<file path="config.mk">
export PLATFORM = sky130hd
export DESIGN_NAME = rssa_serial_slave
export DESIGN_NICKNAME = d
export VERILOG_FILES = /design/src/design/rssa_pkg.sv /design/src/design/rssa_pin_sync.sv /design/src/design/rssa_fifo.sv /design/src/design/rssa_serial_slave.sv
export VERILOG_INCLUDE_DIRS = /design/src /design/src/design
export SDC_FILE = /design/constraint.sdc
export NUM_CORES = 1
export LEC_CHECK = 0
export BUFFER_PORTS_ARGS = -buffer_cell sky130_fd_sc_hd__buf_4
export CORE_UTILIZATION = 55
export DETAILED_ROUTE_END_ITERATION = 10
export PLACE_DENSITY = 0.71
export SLEW_MARGIN = 10
export SYNTH_ARGS = -nofsm -noshare
export SYNTH_HDL_FRONTEND = slang
export SYNTH_SLANG_ARGS = --single-unit
</file>
<file path="constraint.sdc">
create_clock -name core_clk_i -period 5.3 [get_ports core_clk_i]
set_input_delay 0.265 -clock core_clk_i [delete_from_list [all_inputs] [get_ports core_clk_i]]
set_output_delay 0.265 -clock core_clk_i [all_outputs]
set_load 0.01 [all_outputs]
</file>
<file path="src/design/rssa_defines.svh">
// Constants of the serial slave front end: slave address, memory map, FIFO and timing counts.
// Assumes a 100 MHz core clock; included by the package, the serial slave module and the bench.
`ifndef RSSA_DEFINES_SVH
`define RSSA_DEFINES_SVH

// Seven address bits of the slave address byte D0h (direction bit excluded)
`define RSSA_SLAVE_ADDR 7'h68
`define RSSA_PTR_W 6
`define RSSA_MEM_BYTES 64
`define RSSA_CLOCK_BYTES 8
`define RSSA_FIFO_DEPTH 4
`define RSSA_BIT_CNT_W 4
`define RSSA_BYTE_BITS 4'h8
`define RSSA_PTR_RST 6'h00
`define RSSA_MEM_RST 8'h00
// Sync reset order {scl, sda, power fail, below switchover, external select_n}
`define RSSA_SYNC_RST 5'h19

`define RSSA_CLK_PERIOD_NS 10
// Recovery hold after supply returns, in microseconds; least time, rounded up
`define RSSA_REC_HOLD_US 1000
`define RSSA_REC_HOLD_CYC ((`RSSA_REC_HOLD_US * 1000 + `RSSA_CLK_PERIOD_NS - 1) / `RSSA_CLK_PERIOD_NS)

`endif

</file>
<file path="src/design/rssa_pkg.sv">
// Types of the serial slave front end: transfer states and the write record.
// Assumes rssa_defines.svh is on the include path.
`include "rssa_defines.svh"

package rssa_pkg;

  typedef enum logic [3:0] {
    TS_IDLE      = 4'b0000,
    TS_ADDR      = 4'b0001,
    TS_ADDR_ACK  = 4'b0010,
    TS_WADDR     = 4'b0011,
    TS_WADDR_ACK = 4'b0100,
    TS_WDATA     = 4'b0101,
    TS_WDATA_ACK = 4'b0110,
    TS_RDATA     = 4'b0111,
    TS_RACK      = 4'b1000
  } rssa_state_t;

  typedef struct packed {
    logic [`RSSA_PTR_W-1:0] addr;
    logic [7:0] data;
  } rssa_wr_t;

endpackage

</file>
<file path="src/design/rssa_pin_sync.sv">
// Two-flop synchroniser for pins, plus one more stage so the user can find edges.
// Assumes inputs are asynchronous to core_clk_i; only the second stage and later are read.
`timescale 1ns/100ps
`default_nettype none

module rssa_pin_sync #(
  parameter int WIDTH = 5,
  parameter logic [WIDTH-1:0] RST_VAL = '0
) (
  input wire logic core_clk_i,
  input wire logic nrst_i,
  input wire logic [WIDTH-1:0] async_i,
  output logic [WIDTH-1:0] lvl_o,
  output logic [WIDTH-1:0] prev_o
);

  logic [WIDTH-1:0] meta_r;
  logic [WIDTH-1:0] lvl_r;
  logic [WIDTH-1:0] prev_r;

  always_ff @(posedge core_clk_i or negedge nrst_i) begin
    if (!nrst_i) begin
      meta_r <= RST_VAL;
      lvl_r <= RST_VAL;
      prev_r <= RST_VAL;
    end else begin
      meta_r <= async_i;
      lvl_r <= meta_r;
      prev_r <= lvl_r;
    end
  end

  assign lvl_o = lvl_r;
  assign prev_o = prev_r;

endmodule

`default_nettype wire

</file>
<file path="src/design/rssa_fifo.sv">
// Small synchronous FIFO in flip-flops with valid/ready on both sides.
// Assumes DEPTH is a power of two; one clock domain.
`timescale 1ns/100ps
`default_nettype none

module rssa_fifo #(
  parameter int WIDTH = 14,
  parameter int DEPTH = 4
) (
  input wire logic core_clk_i,
  input wire logic nrst_i,
  input wire logic [WIDTH-1:0] in_data_i,
  input wire logic in_valid_i,
  output logic in_ready_o,
  output logic [WIDTH-1:0] out_data_o,
  output logic out_valid_o,
  input wire logic out_ready_i
);

  localparam int AW = $clog2(DEPTH);

  logic [WIDTH-1:0] mem_r [DEPTH];
  logic [AW:0] wr_ptr_r;
  logic [AW:0] rd_ptr_r;

  wire full = (wr_ptr_r[AW] != rd_ptr_r[AW]) && (wr_ptr_r[AW-1:0] == rd_ptr_r[AW-1:0]);
  wire empty = (wr_ptr_r == rd_ptr_r);
  wire push = in_valid_i && !full;
  wire pop = out_ready_i && !empty;

  always_ff @(posedge core_clk_i or negedge nrst_i) begin
    if (!nrst_i) begin
      wr_ptr_r <= '0;
      rd_ptr_r <= '0;
    end else begin
      wr_ptr_r <= wr_ptr_r + (AW+1)'(push);
      rd_ptr_r <= rd_ptr_r + (AW+1)'(pop);
    end
  end

  // Storage needs no reset; valid only flags written slots
  always_ff @(posedge core_clk_i) begin
    if (push) begin
      mem_r[wr_ptr_r[AW-1:0]] <= in_data_i;
    end
  end

  assign in_ready_o = !full;
  assign out_valid_o = !empty;
  assign out_data_o = mem_r[rd_ptr_r[AW-1:0]];

endmodule

`default_nettype wire

</file>
<file path="src/design/rssa_serial_slave.sv">
// Two-wire serial slave front end of a clock/supervisor: 64-byte space, pointer, power-fail gating.
// Assumes SCL/SDA and supply comparator levels arrive asynchronously; time bytes and the write
// consumer run on core_clk_i. SDA and reset are driven low by the pad while the enable is high; select drives its level.
`timescale 1ns/100ps
`default_nettype none
`include "rssa_defines.svh"

module rssa_serial_slave import rssa_pkg::*; #(
  parameter int REC_HOLD_CYC = `RSSA_REC_HOLD_CYC
) (
  input wire logic core_clk_i,
  input wire logic nrst_i,
  input wire logic scl_i,
  input wire logic sda_i,
  output logic sda_o,
  output logic sda_oe_o,
  input wire logic below_power_fail_threshold_i,
  input wire logic below_battery_switchover_threshold_i,
  input wire logic ext_select_n_i,
  output logic gated_sram_select_n_o,
  output logic gated_sram_select_n_oe_o,
  output logic sys_rst_n_o,
  output logic sys_rst_n_oe_o,
  input wire logic [8*`RSSA_CLOCK_BYTES-1:0] live_time_i,
  input wire logic time_tick_i,
  output logic clock_copy_hold_o,
  output rssa_wr_t wr_o,
  output logic wr_valid_o,
  input wire logic wr_ready_i,
  output logic [`RSSA_PTR_W-1:0] word_pointer_value_o
);

  function automatic logic is_clock_addr(input logic [`RSSA_PTR_W-1:0] a);
    is_clock_addr = (a < `RSSA_PTR_W'(`RSSA_CLOCK_BYTES));
  endfunction

  // Pin synchronisers
  logic [4:0] pin_lvl;
  logic [4:0] pin_prev;

  rssa_pin_sync #(
    .WIDTH(5),
    .RST_VAL(`RSSA_SYNC_RST)
  ) u_sync (
    .core_clk_i(core_clk_i),
    .nrst_i(nrst_i),
    .async_i({scl_i, sda_i, below_power_fail_threshold_i, below_battery_switchover_threshold_i,
              ext_select_n_i}),
    .lvl_o(pin_lvl),
    .prev_o(pin_prev)
  );

  wire scl_s = pin_lvl[4];
  wire scl_p = pin_prev[4];
  wire sda_s = pin_lvl[3];
  wire sda_p = pin_prev[3];
  wire pf_s = pin_lvl[2];
  wire batt_s = pin_lvl[1];
  wire ext_sel_n_s = pin_lvl[0];

  wire scl_rise = scl_s && !scl_p;
  wire scl_fall = !scl_s && scl_p;
  // Sampling both lines through equal-length syncs keeps start/stop ordering intact
  wire start_det = scl_s && scl_p && sda_p && !sda_s;
  wire stop_det = scl_s && scl_p && !sda_p && sda_s;

  // Supply supervision
  logic [31:0] rec_cnt_r;
  wire recovering = (rec_cnt_r != 32'h0000_0000);
  wire supply_bad = pf_s || recovering;
  wire blocked = supply_bad || batt_s;

  always_ff @(posedge core_clk_i or negedge nrst_i) begin
    if (!nrst_i) begin
      rec_cnt_r <= 32'h0000_0000;
    end else if (pf_s) begin
      rec_cnt_r <= 32'(REC_HOLD_CYC);
    end else if (recovering) begin
      rec_cnt_r <= rec_cnt_r - 32'h0000_0001;
    end
  end

  // Reset stays asserted through the outage and the recovery hold unless on battery
  assign sys_rst_n_o = 1'b0;
  assign sys_rst_n_oe_o = supply_bad && !batt_s;
  // Select is forced inactive high; the pad stops driving once on battery
  assign gated_sram_select_n_o = supply_bad ? 1'b1 : ext_sel_n_s;
  assign gated_sram_select_n_oe_o = !batt_s;

  // Transfer engine
  rssa_state_t state_r;
  rssa_state_t state_nxt;
  logic [`RSSA_BIT_CNT_W-1:0] bit_r;
  logic [`RSSA_BIT_CNT_W-1:0] bit_nxt;
  logic [7:0] rx_r;
  logic [7:0] rx_nxt;
  logic [7:0] tx_r;
  logic [7:0] tx_nxt;
  logic [`RSSA_PTR_W-1:0] ptr_r;
  logic [`RSSA_PTR_W-1:0] ptr_nxt;
  logic oe_r;
  logic oe_nxt;
  logic rw_r;
  logic rw_nxt;
  logic mack_r;
  logic mack_nxt;
  logic push;
  logic fifo_in_ready;
  logic [7:0] mem_r [`RSSA_MEM_BYTES];

  wire byte_done = (bit_r == `RSSA_BYTE_BITS);
  wire rx_state = (state_r == TS_ADDR) || (state_r == TS_WADDR) || (state_r == TS_WDATA);
  wire addr_match = (rx_r[7:1] == `RSSA_SLAVE_ADDR);
  wire [7:0] rd_byte = mem_r[ptr_r];
  wire [`RSSA_PTR_W-1:0] ptr_inc = ptr_r + `RSSA_PTR_W'(1);

  always_comb begin
    state_nxt = state_r;
    bit_nxt = bit_r;
    rx_nxt = rx_r;
    tx_nxt = tx_r;
    ptr_nxt = ptr_r;
    oe_nxt = oe_r;
    rw_nxt = rw_r;
    mack_nxt = mack_r;
    push = 1'b0;
    if (pf_s) begin
      // Abort, forget the pointer and stay deaf while the supply is low
      state_nxt = TS_IDLE;
      oe_nxt = 1'b0;
      ptr_nxt = `RSSA_PTR_RST;
      bit_nxt = '0;
    end else if (blocked) begin
      state_nxt = TS_IDLE;
      oe_nxt = 1'b0;
      bit_nxt = '0;
    end else if (stop_det) begin
      state_nxt = TS_IDLE;
      oe_nxt = 1'b0;
    end else if (start_det) begin
      // Also covers a repeated start in the middle of a transfer
      state_nxt = TS_ADDR;
      bit_nxt = '0;
      oe_nxt = 1'b0;
    end else if (scl_rise) begin
      if (rx_state) begin
        rx_nxt = {rx_r[6:0], sda_s};
        bit_nxt = bit_r + `RSSA_BIT_CNT_W'(1);
      end else if (state_r == TS_RDATA) begin
        bit_nxt = bit_r + `RSSA_BIT_CNT_W'(1);
      end else if (state_r == TS_WDATA_ACK) begin
        ptr_nxt = ptr_inc;
      end else if (state_r == TS_RACK) begin
        mack_nxt = !sda_s;
        if (!sda_s) begin
          ptr_nxt = ptr_inc;
        end
      end
    end else if (scl_fall) begin
      // SDA is only pulled low here, with SCL already low; aborts, starts and stops release it
      unique case (state_r)
        TS_IDLE: begin
        end
        TS_ADDR: begin
          if (byte_done) begin
            if (addr_match) begin
              state_nxt = TS_ADDR_ACK;
              oe_nxt = 1'b1;
              rw_nxt = rx_r[0];
            end else begin
              state_nxt = TS_IDLE;
            end
          end
        end
        TS_ADDR_ACK: begin
          bit_nxt = '0;
          if (rw_r) begin
            // Read starts from whatever the pointer holds
            state_nxt = TS_RDATA;
            tx_nxt = rd_byte;
            oe_nxt = !rd_byte[7];
          end else begin
            state_nxt = TS_WADDR;
            oe_nxt = 1'b0;
          end
        end
        TS_WADDR: begin
          if (byte_done) begin
            ptr_nxt = rx_r[`RSSA_PTR_W-1:0];
            state_nxt = TS_WADDR_ACK;
            oe_nxt = 1'b1;
          end
        end
        TS_WADDR_ACK: begin
          state_nxt = TS_WDATA;
          bit_nxt = '0;
          oe_nxt = 1'b0;
        end
        TS_WDATA: begin
          if (byte_done) begin
            if (fifo_in_ready) begin
              push = 1'b1;
              state_nxt = TS_WDATA_ACK;
              oe_nxt = 1'b1;
            end else begin
              // A full write buffer refuses the byte rather than lose it silently
              state_nxt = TS_IDLE;
            end
          end
        end
        TS_WDATA_ACK: begin
          state_nxt = TS_WDATA;
          bit_nxt = '0;
          oe_nxt = 1'b0;
        end
        TS_RDATA: begin
          if (byte_done) begin
            state_nxt = TS_RACK;
            oe_nxt = 1'b0;
          end else begin
            tx_nxt = {tx_r[6:0], 1'b0};
            oe_nxt = !tx_r[6];
          end
        end
        TS_RACK: begin
          bit_nxt = '0;
          if (mack_r) begin
            state_nxt = TS_RDATA;
            tx_nxt = rd_byte;
            oe_nxt = !rd_byte[7];
          end else begin
            // No acknowledge: line stays released until the master stops
            state_nxt = TS_IDLE;
            oe_nxt = 1'b0;
          end
        end
      endcase
    end
  end

  always_ff @(posedge core_clk_i or negedge nrst_i) begin
    if (!nrst_i) begin
      state_r <= TS_IDLE;
      bit_r <= '0;
      rx_r <= 8'h00;
      tx_r <= 8'h00;
      ptr_r <= `RSSA_PTR_RST;
      oe_r <= 1'b0;
      rw_r <= 1'b0;
      mack_r <= 1'b0;
    end else begin
      state_r <= state_nxt;
      bit_r <= bit_nxt;
      rx_r <= rx_nxt;
      tx_r <= tx_nxt;
      ptr_r <= ptr_nxt;
      oe_r <= oe_nxt;
      rw_r <= rw_nxt;
      mack_r <= mack_nxt;
    end
  end

  assign sda_o = 1'b0;
  assign sda_oe_o = oe_r && !batt_s;
  assign word_pointer_value_o = ptr_r;

  // Clock copy freezes while a transfer is open and the pointer is on a clock byte, so a stop releases it
  wire hold = (state_r != TS_IDLE) && is_clock_addr(ptr_r);
  assign clock_copy_hold_o = hold;

  // Write buffer toward the timekeeping side
  rssa_wr_t wr_in;
  rssa_wr_t wr_q;
  logic wr_q_valid;

  assign wr_in.addr = ptr_r;
  assign wr_in.data = rx_r;

  rssa_fifo #(
    .WIDTH($bits(rssa_wr_t)),
    .DEPTH(`RSSA_FIFO_DEPTH)
  ) u_fifo (
    .core_clk_i(core_clk_i),
    .nrst_i(nrst_i),
    .in_data_i(wr_in),
    .in_valid_i(push),
    .in_ready_o(fifo_in_ready),
    .out_data_o(wr_q),
    .out_valid_o(wr_q_valid),
    .out_ready_i(wr_ready_i)
  );

  assign wr_o = wr_q;
  assign wr_valid_o = wr_q_valid;
  wire drain_fire = wr_q_valid && wr_ready_i;

  // Byte space: clock bytes take the live time unless frozen; a drained write wins
  for (genvar i = 0; i < `RSSA_MEM_BYTES; i++) begin : g_mem
    wire wr_hit = drain_fire && (wr_q.addr == `RSSA_PTR_W'(i));
    if (i < `RSSA_CLOCK_BYTES) begin : g_clk
      always_ff @(posedge core_clk_i or negedge nrst_i) begin
        if (!nrst_i) begin
          mem_r[i] <= `RSSA_MEM_RST;
        end else if (wr_hit) begin
          mem_r[i] <= wr_q.data;
        end else if (time_tick_i && !hold) begin
          mem_r[i] <= live_time_i[8*i +: 8];
        end
      end
    end else begin : g_ram
      always_ff @(posedge core_clk_i or negedge nrst_i) begin
        if (!nrst_i) begin
          mem_r[i] <= `RSSA_MEM_RST;
        end else if (wr_hit) begin
          mem_r[i] <= wr_q.data;
        end
      end
    end
  end
endmodule

`default_nettype wire

</file>
==> flow_summary.json <==
{
  "routabilityCongestion": 0.8909,
  "crit_type": "reg2reg",
  "dp_hpwl_um": 48790,
  "yosysTopAreaCell": "dfrtp_1",
  "num_vias": 19180,
  "synth_top_area_share_pct": 47.56,
  "grt_pass1_vias": 20090,
  "crit_path_end_kind": "register",
  "die_area_um2": 57000,
  "rsz0062_at_grt": "false",
  "coreArea_um2": 55200,
  "post_cts_resized": 0,
  "grt_max_degree": 142,
  "dr.pass1.iters": 5,
  "io_buffers": 98,
  "cp_cell_sequence": "nor4_4 > and4_1 > nand4_4 > or3_1 > or4_4 > nor3b_2",
  "max_slew_margin_pct": 20.61,
  "drt-wirelength-per-cell_um": 24.84,
  "p_per_area_nw_per_um2": 306.3,
  "worstSetupStartpointType": "register",
  "hold_path.class": "in2reg",
  "synthTopCellsByArea": "dfrtp_1 48%, mux2_2 22%, mux4_2 9.9%",
  "cts_htree_levels": 3,
  "syn_area_um2": 30830,
  "root_buffer": "clkbuf_16",
  "slew_violations": 0,
  "ctsHoldBuffers": 34,
  "grt.overflow.total": 0,
  "drive_above_1_share_pct": 44.35,
  "p_leak_uw": 0.01567,
  "cp.arrival_ps": 4150,
  "cts_tree": "yes",
  "clock_latency_ps": 620,
  "cap_violations": 0,
  "cts.clk_slew.worst_paths_ps": 60,
  "die_h_um": 238.8,
  "yosysWarnings": 0,
  "synthArstFlopShare_pct": 91.38,
  "fin_crit_sh_pct": 74.20,
  "synth_cells": 2170,
  "ys.flop_type": "dfrtp_1",
  "path_max_fanout": 14,
  "netlist-cell-type-count": 71,
  "grt_pass1_wl_um": 120200,
  "grt_util_all_layers_pct": 27.76,
  "num_rows": 86,
  "viasPerCell": 6.256,
  "drc": 0,
  "ff_latch_area_um2": 16570,
  "fin_util_pct": 63.62,
  "final-hold-violation-count": 0,
  "setup_violations": 0,
  "worst_ir_drop_vdd_mv": 0.2708,
  "diodes": 0,
  "drtAntennaViolNets": 0,
  "clock_sinks": 650,
  "cts_buffer_depth": 3,
  "min_period_ps": 3933,
  "tightestPinTransition_ps": 1184,
  "cts_buffers": 70,
  "io_pins": 101,
  "start_util_pct": 55.85,
  "postCtsSetupRepairBufs": 0,
  "areaGrowthSynthToFinish_pct": 13.92,
  "fmax_ghz": 0.2543,
  "ys_ff_latch": 650,
  "antenna_found_initial": 1,
  "fillCellCount": 4042,
  "drt_first_iter_violations": 1667,
  "fin_tns_setup_ps": 0,
  "cpPeakStageDelay_ps": 930,
  "fin_skew_ps": 20.18,
  "yosysSeqAreaShare_pct": 53.70,
  "worst_path_max_delay_cell": "nor3b_2",
  "whs_ps": 24.52,
  "wl_um": 76160,
  "die_w_um": 238.8,
  "worstPathRequired_ps": 5520,
  "synth_edf_count": 56,
  "status": "finished clean",
  "avgSynthCellArea_um2": 14.21,
  "multi_input_area_um2": 13610,
  "layout.nets": 2351
}
stage by stage:
step                      setup slack, ps  instance area, µm²  total power [µW]  std cells
after floorplan                      1437               30830              5385       2171
after CTS                            1363               35120             10850       3066
after global routing                 1185               35120             11070       3066
after detailed placement             1369               32300              5590       2908
after global placement               1529               32300              5574       2908
final                                1367               35120             10760       3066
power breakdown:
part | switching [µW] | internal, µW
sequential | 41.4 | 5080
combinational | 207 | 186
clock | 2010 | 3230
area by class of cell:
| class | count | area share, % |
|---|---|---|
| multi-input cells | 1354 | 38.75 |
| well taps | 748 | 2.665 |
| clock buffers | 90 | 5.640 |
| flip-flops and latches | 650 | 47.18 |
| repair buffers | 170 | 4.147 |
| clock inverters | 34 | 1.411 |
| inverters | 20 | 0.2138 |
metal layers:
| layer | global-route usage [%] | vias to the layer above | routed length (µm) |
|---|---|---|---|
| li1 | - | 8257 | - |
| met1 | 39.82 | 10250 | 33720 |
| met2 | 44.08 | 557 | 36440 |
| met3 | 4.619 | 119 | 4368 |
| met4 | 7.537 | 0 | 1633 |
| met5 | 0 | - | 0 |
cells in the final DEF, fill, tap and decap left out, drive strengths merged, types with 8 or more instances in the layout:
cell,instances
o22ai,9
clkinv,15
nor3,20
or3,10
o21ai,22
ha,12
a21oi,23
nand3,28
buf,136
mux2i,45
dfstp,8
nor2b,20
dlygate4sd3,34
nor2,131
a211oi,14
edfxtp,56
bufinv,12
dfrtp,586
xor2,21
nand2,102
mux2,591
nand2b,17
o31ai,12
inv,23
clkbuf,90
mux4,135
a22oi,12
nor4,11
cell usage after synthesis (all sizes together), types with 5 or more instances:
| library cell | number |
|---|---|
| a2111oi | 7 |
| a211oi | 14 |
| a21o | 5 |
| a21oi | 23 |
| a22oi | 12 |
| a31oi | 7 |
| and3 | 7 |
| buf | 49 |
| clkbuf | 98 |
| dfrtp | 586 |
| dfstp | 8 |
| edfxtp | 56 |
| ha | 12 |
| inv | 19 |
| mux2 | 591 |
| mux2i | 45 |
| mux4 | 135 |
| nand2 | 102 |
| nand2b | 17 |
| nand3 | 28 |
| nand3b | 6 |
| nand4 | 6 |
| nand4b | 5 |
| nor2 | 131 |
| nor2b | 20 |
| nor3 | 20 |
| nor4 | 11 |
| o21ai | 22 |
| o22ai | 9 |
| o31ai | 12 |
| or2 | 5 |
| or3 | 10 |
| or4 | 6 |
| xnor2 | 7 |
| xor2 | 21 |
worst paths after layout:
kind | startpoint | endpoint | cells past startpoint | slack (ps)
max in group asynchronous | nrst_i | mem_r[24]$_DFFE_PN0P_ | 3 | 3600
hold / removal | live_time_i[34] | mem_r[474]$_DFFE_PN0P_ | 3 | 20
setup / recovery | rec_cnt_r[8]$_DFFE_PN0P_ | u_fifo.mem_r[2][7]$_DFFE_PP_ | 6 | 1370
hold reg to reg | u_sync.meta_r[1]$_DFF_PN0_ | u_sync.lvl_o[1]$_DFF_PN0_ | 0 | 360
min in group asynchronous | nrst_i | mem_r[504]$_DFFE_PN0P_ | 2 | 320
setup reg to reg | rec_cnt_r[8]$_DFFE_PN0P_ | u_fifo.mem_r[2][7]$_DFFE_PP_ | 6 | 1370
kinds of logic after synthesis:
logic type,Yosys count,synth area share (%)
multiplexers,771,32.91
flip-flops,650,53.70
AND/OR/NAND/NOR,394,6.498
buffers and inverters,167,2.273
AO/OA/AOI/OAI,147,3.324
XOR/XNOR,28,0.7955
adder cells (fa/ha/maj),12,0.4870
other,1,0.01216
state kept, by name (all words and copies together) (netlist names), 2 cells and up:
signal / cells
tx_r: 7
word_pointer_value_o: 6
state_r: 4
u_sync.prev_o: 2
u_fifo.rd_ptr_r: 3
bit_r: 4
u_sync.lvl_o: 5
rx_r: 8
u_fifo.wr_ptr_r: 3
mem_r: 512
u_fifo.mem_r: 56
u_sync.meta_r: 5
rec_cnt_r: 32
critical path: cells and delay by family, from the launching register on:
kind / cells / cell delay [ps]
simple gates: 6 / 3070
flops: 1 / 460
Power figures use the tool's default switching activity.
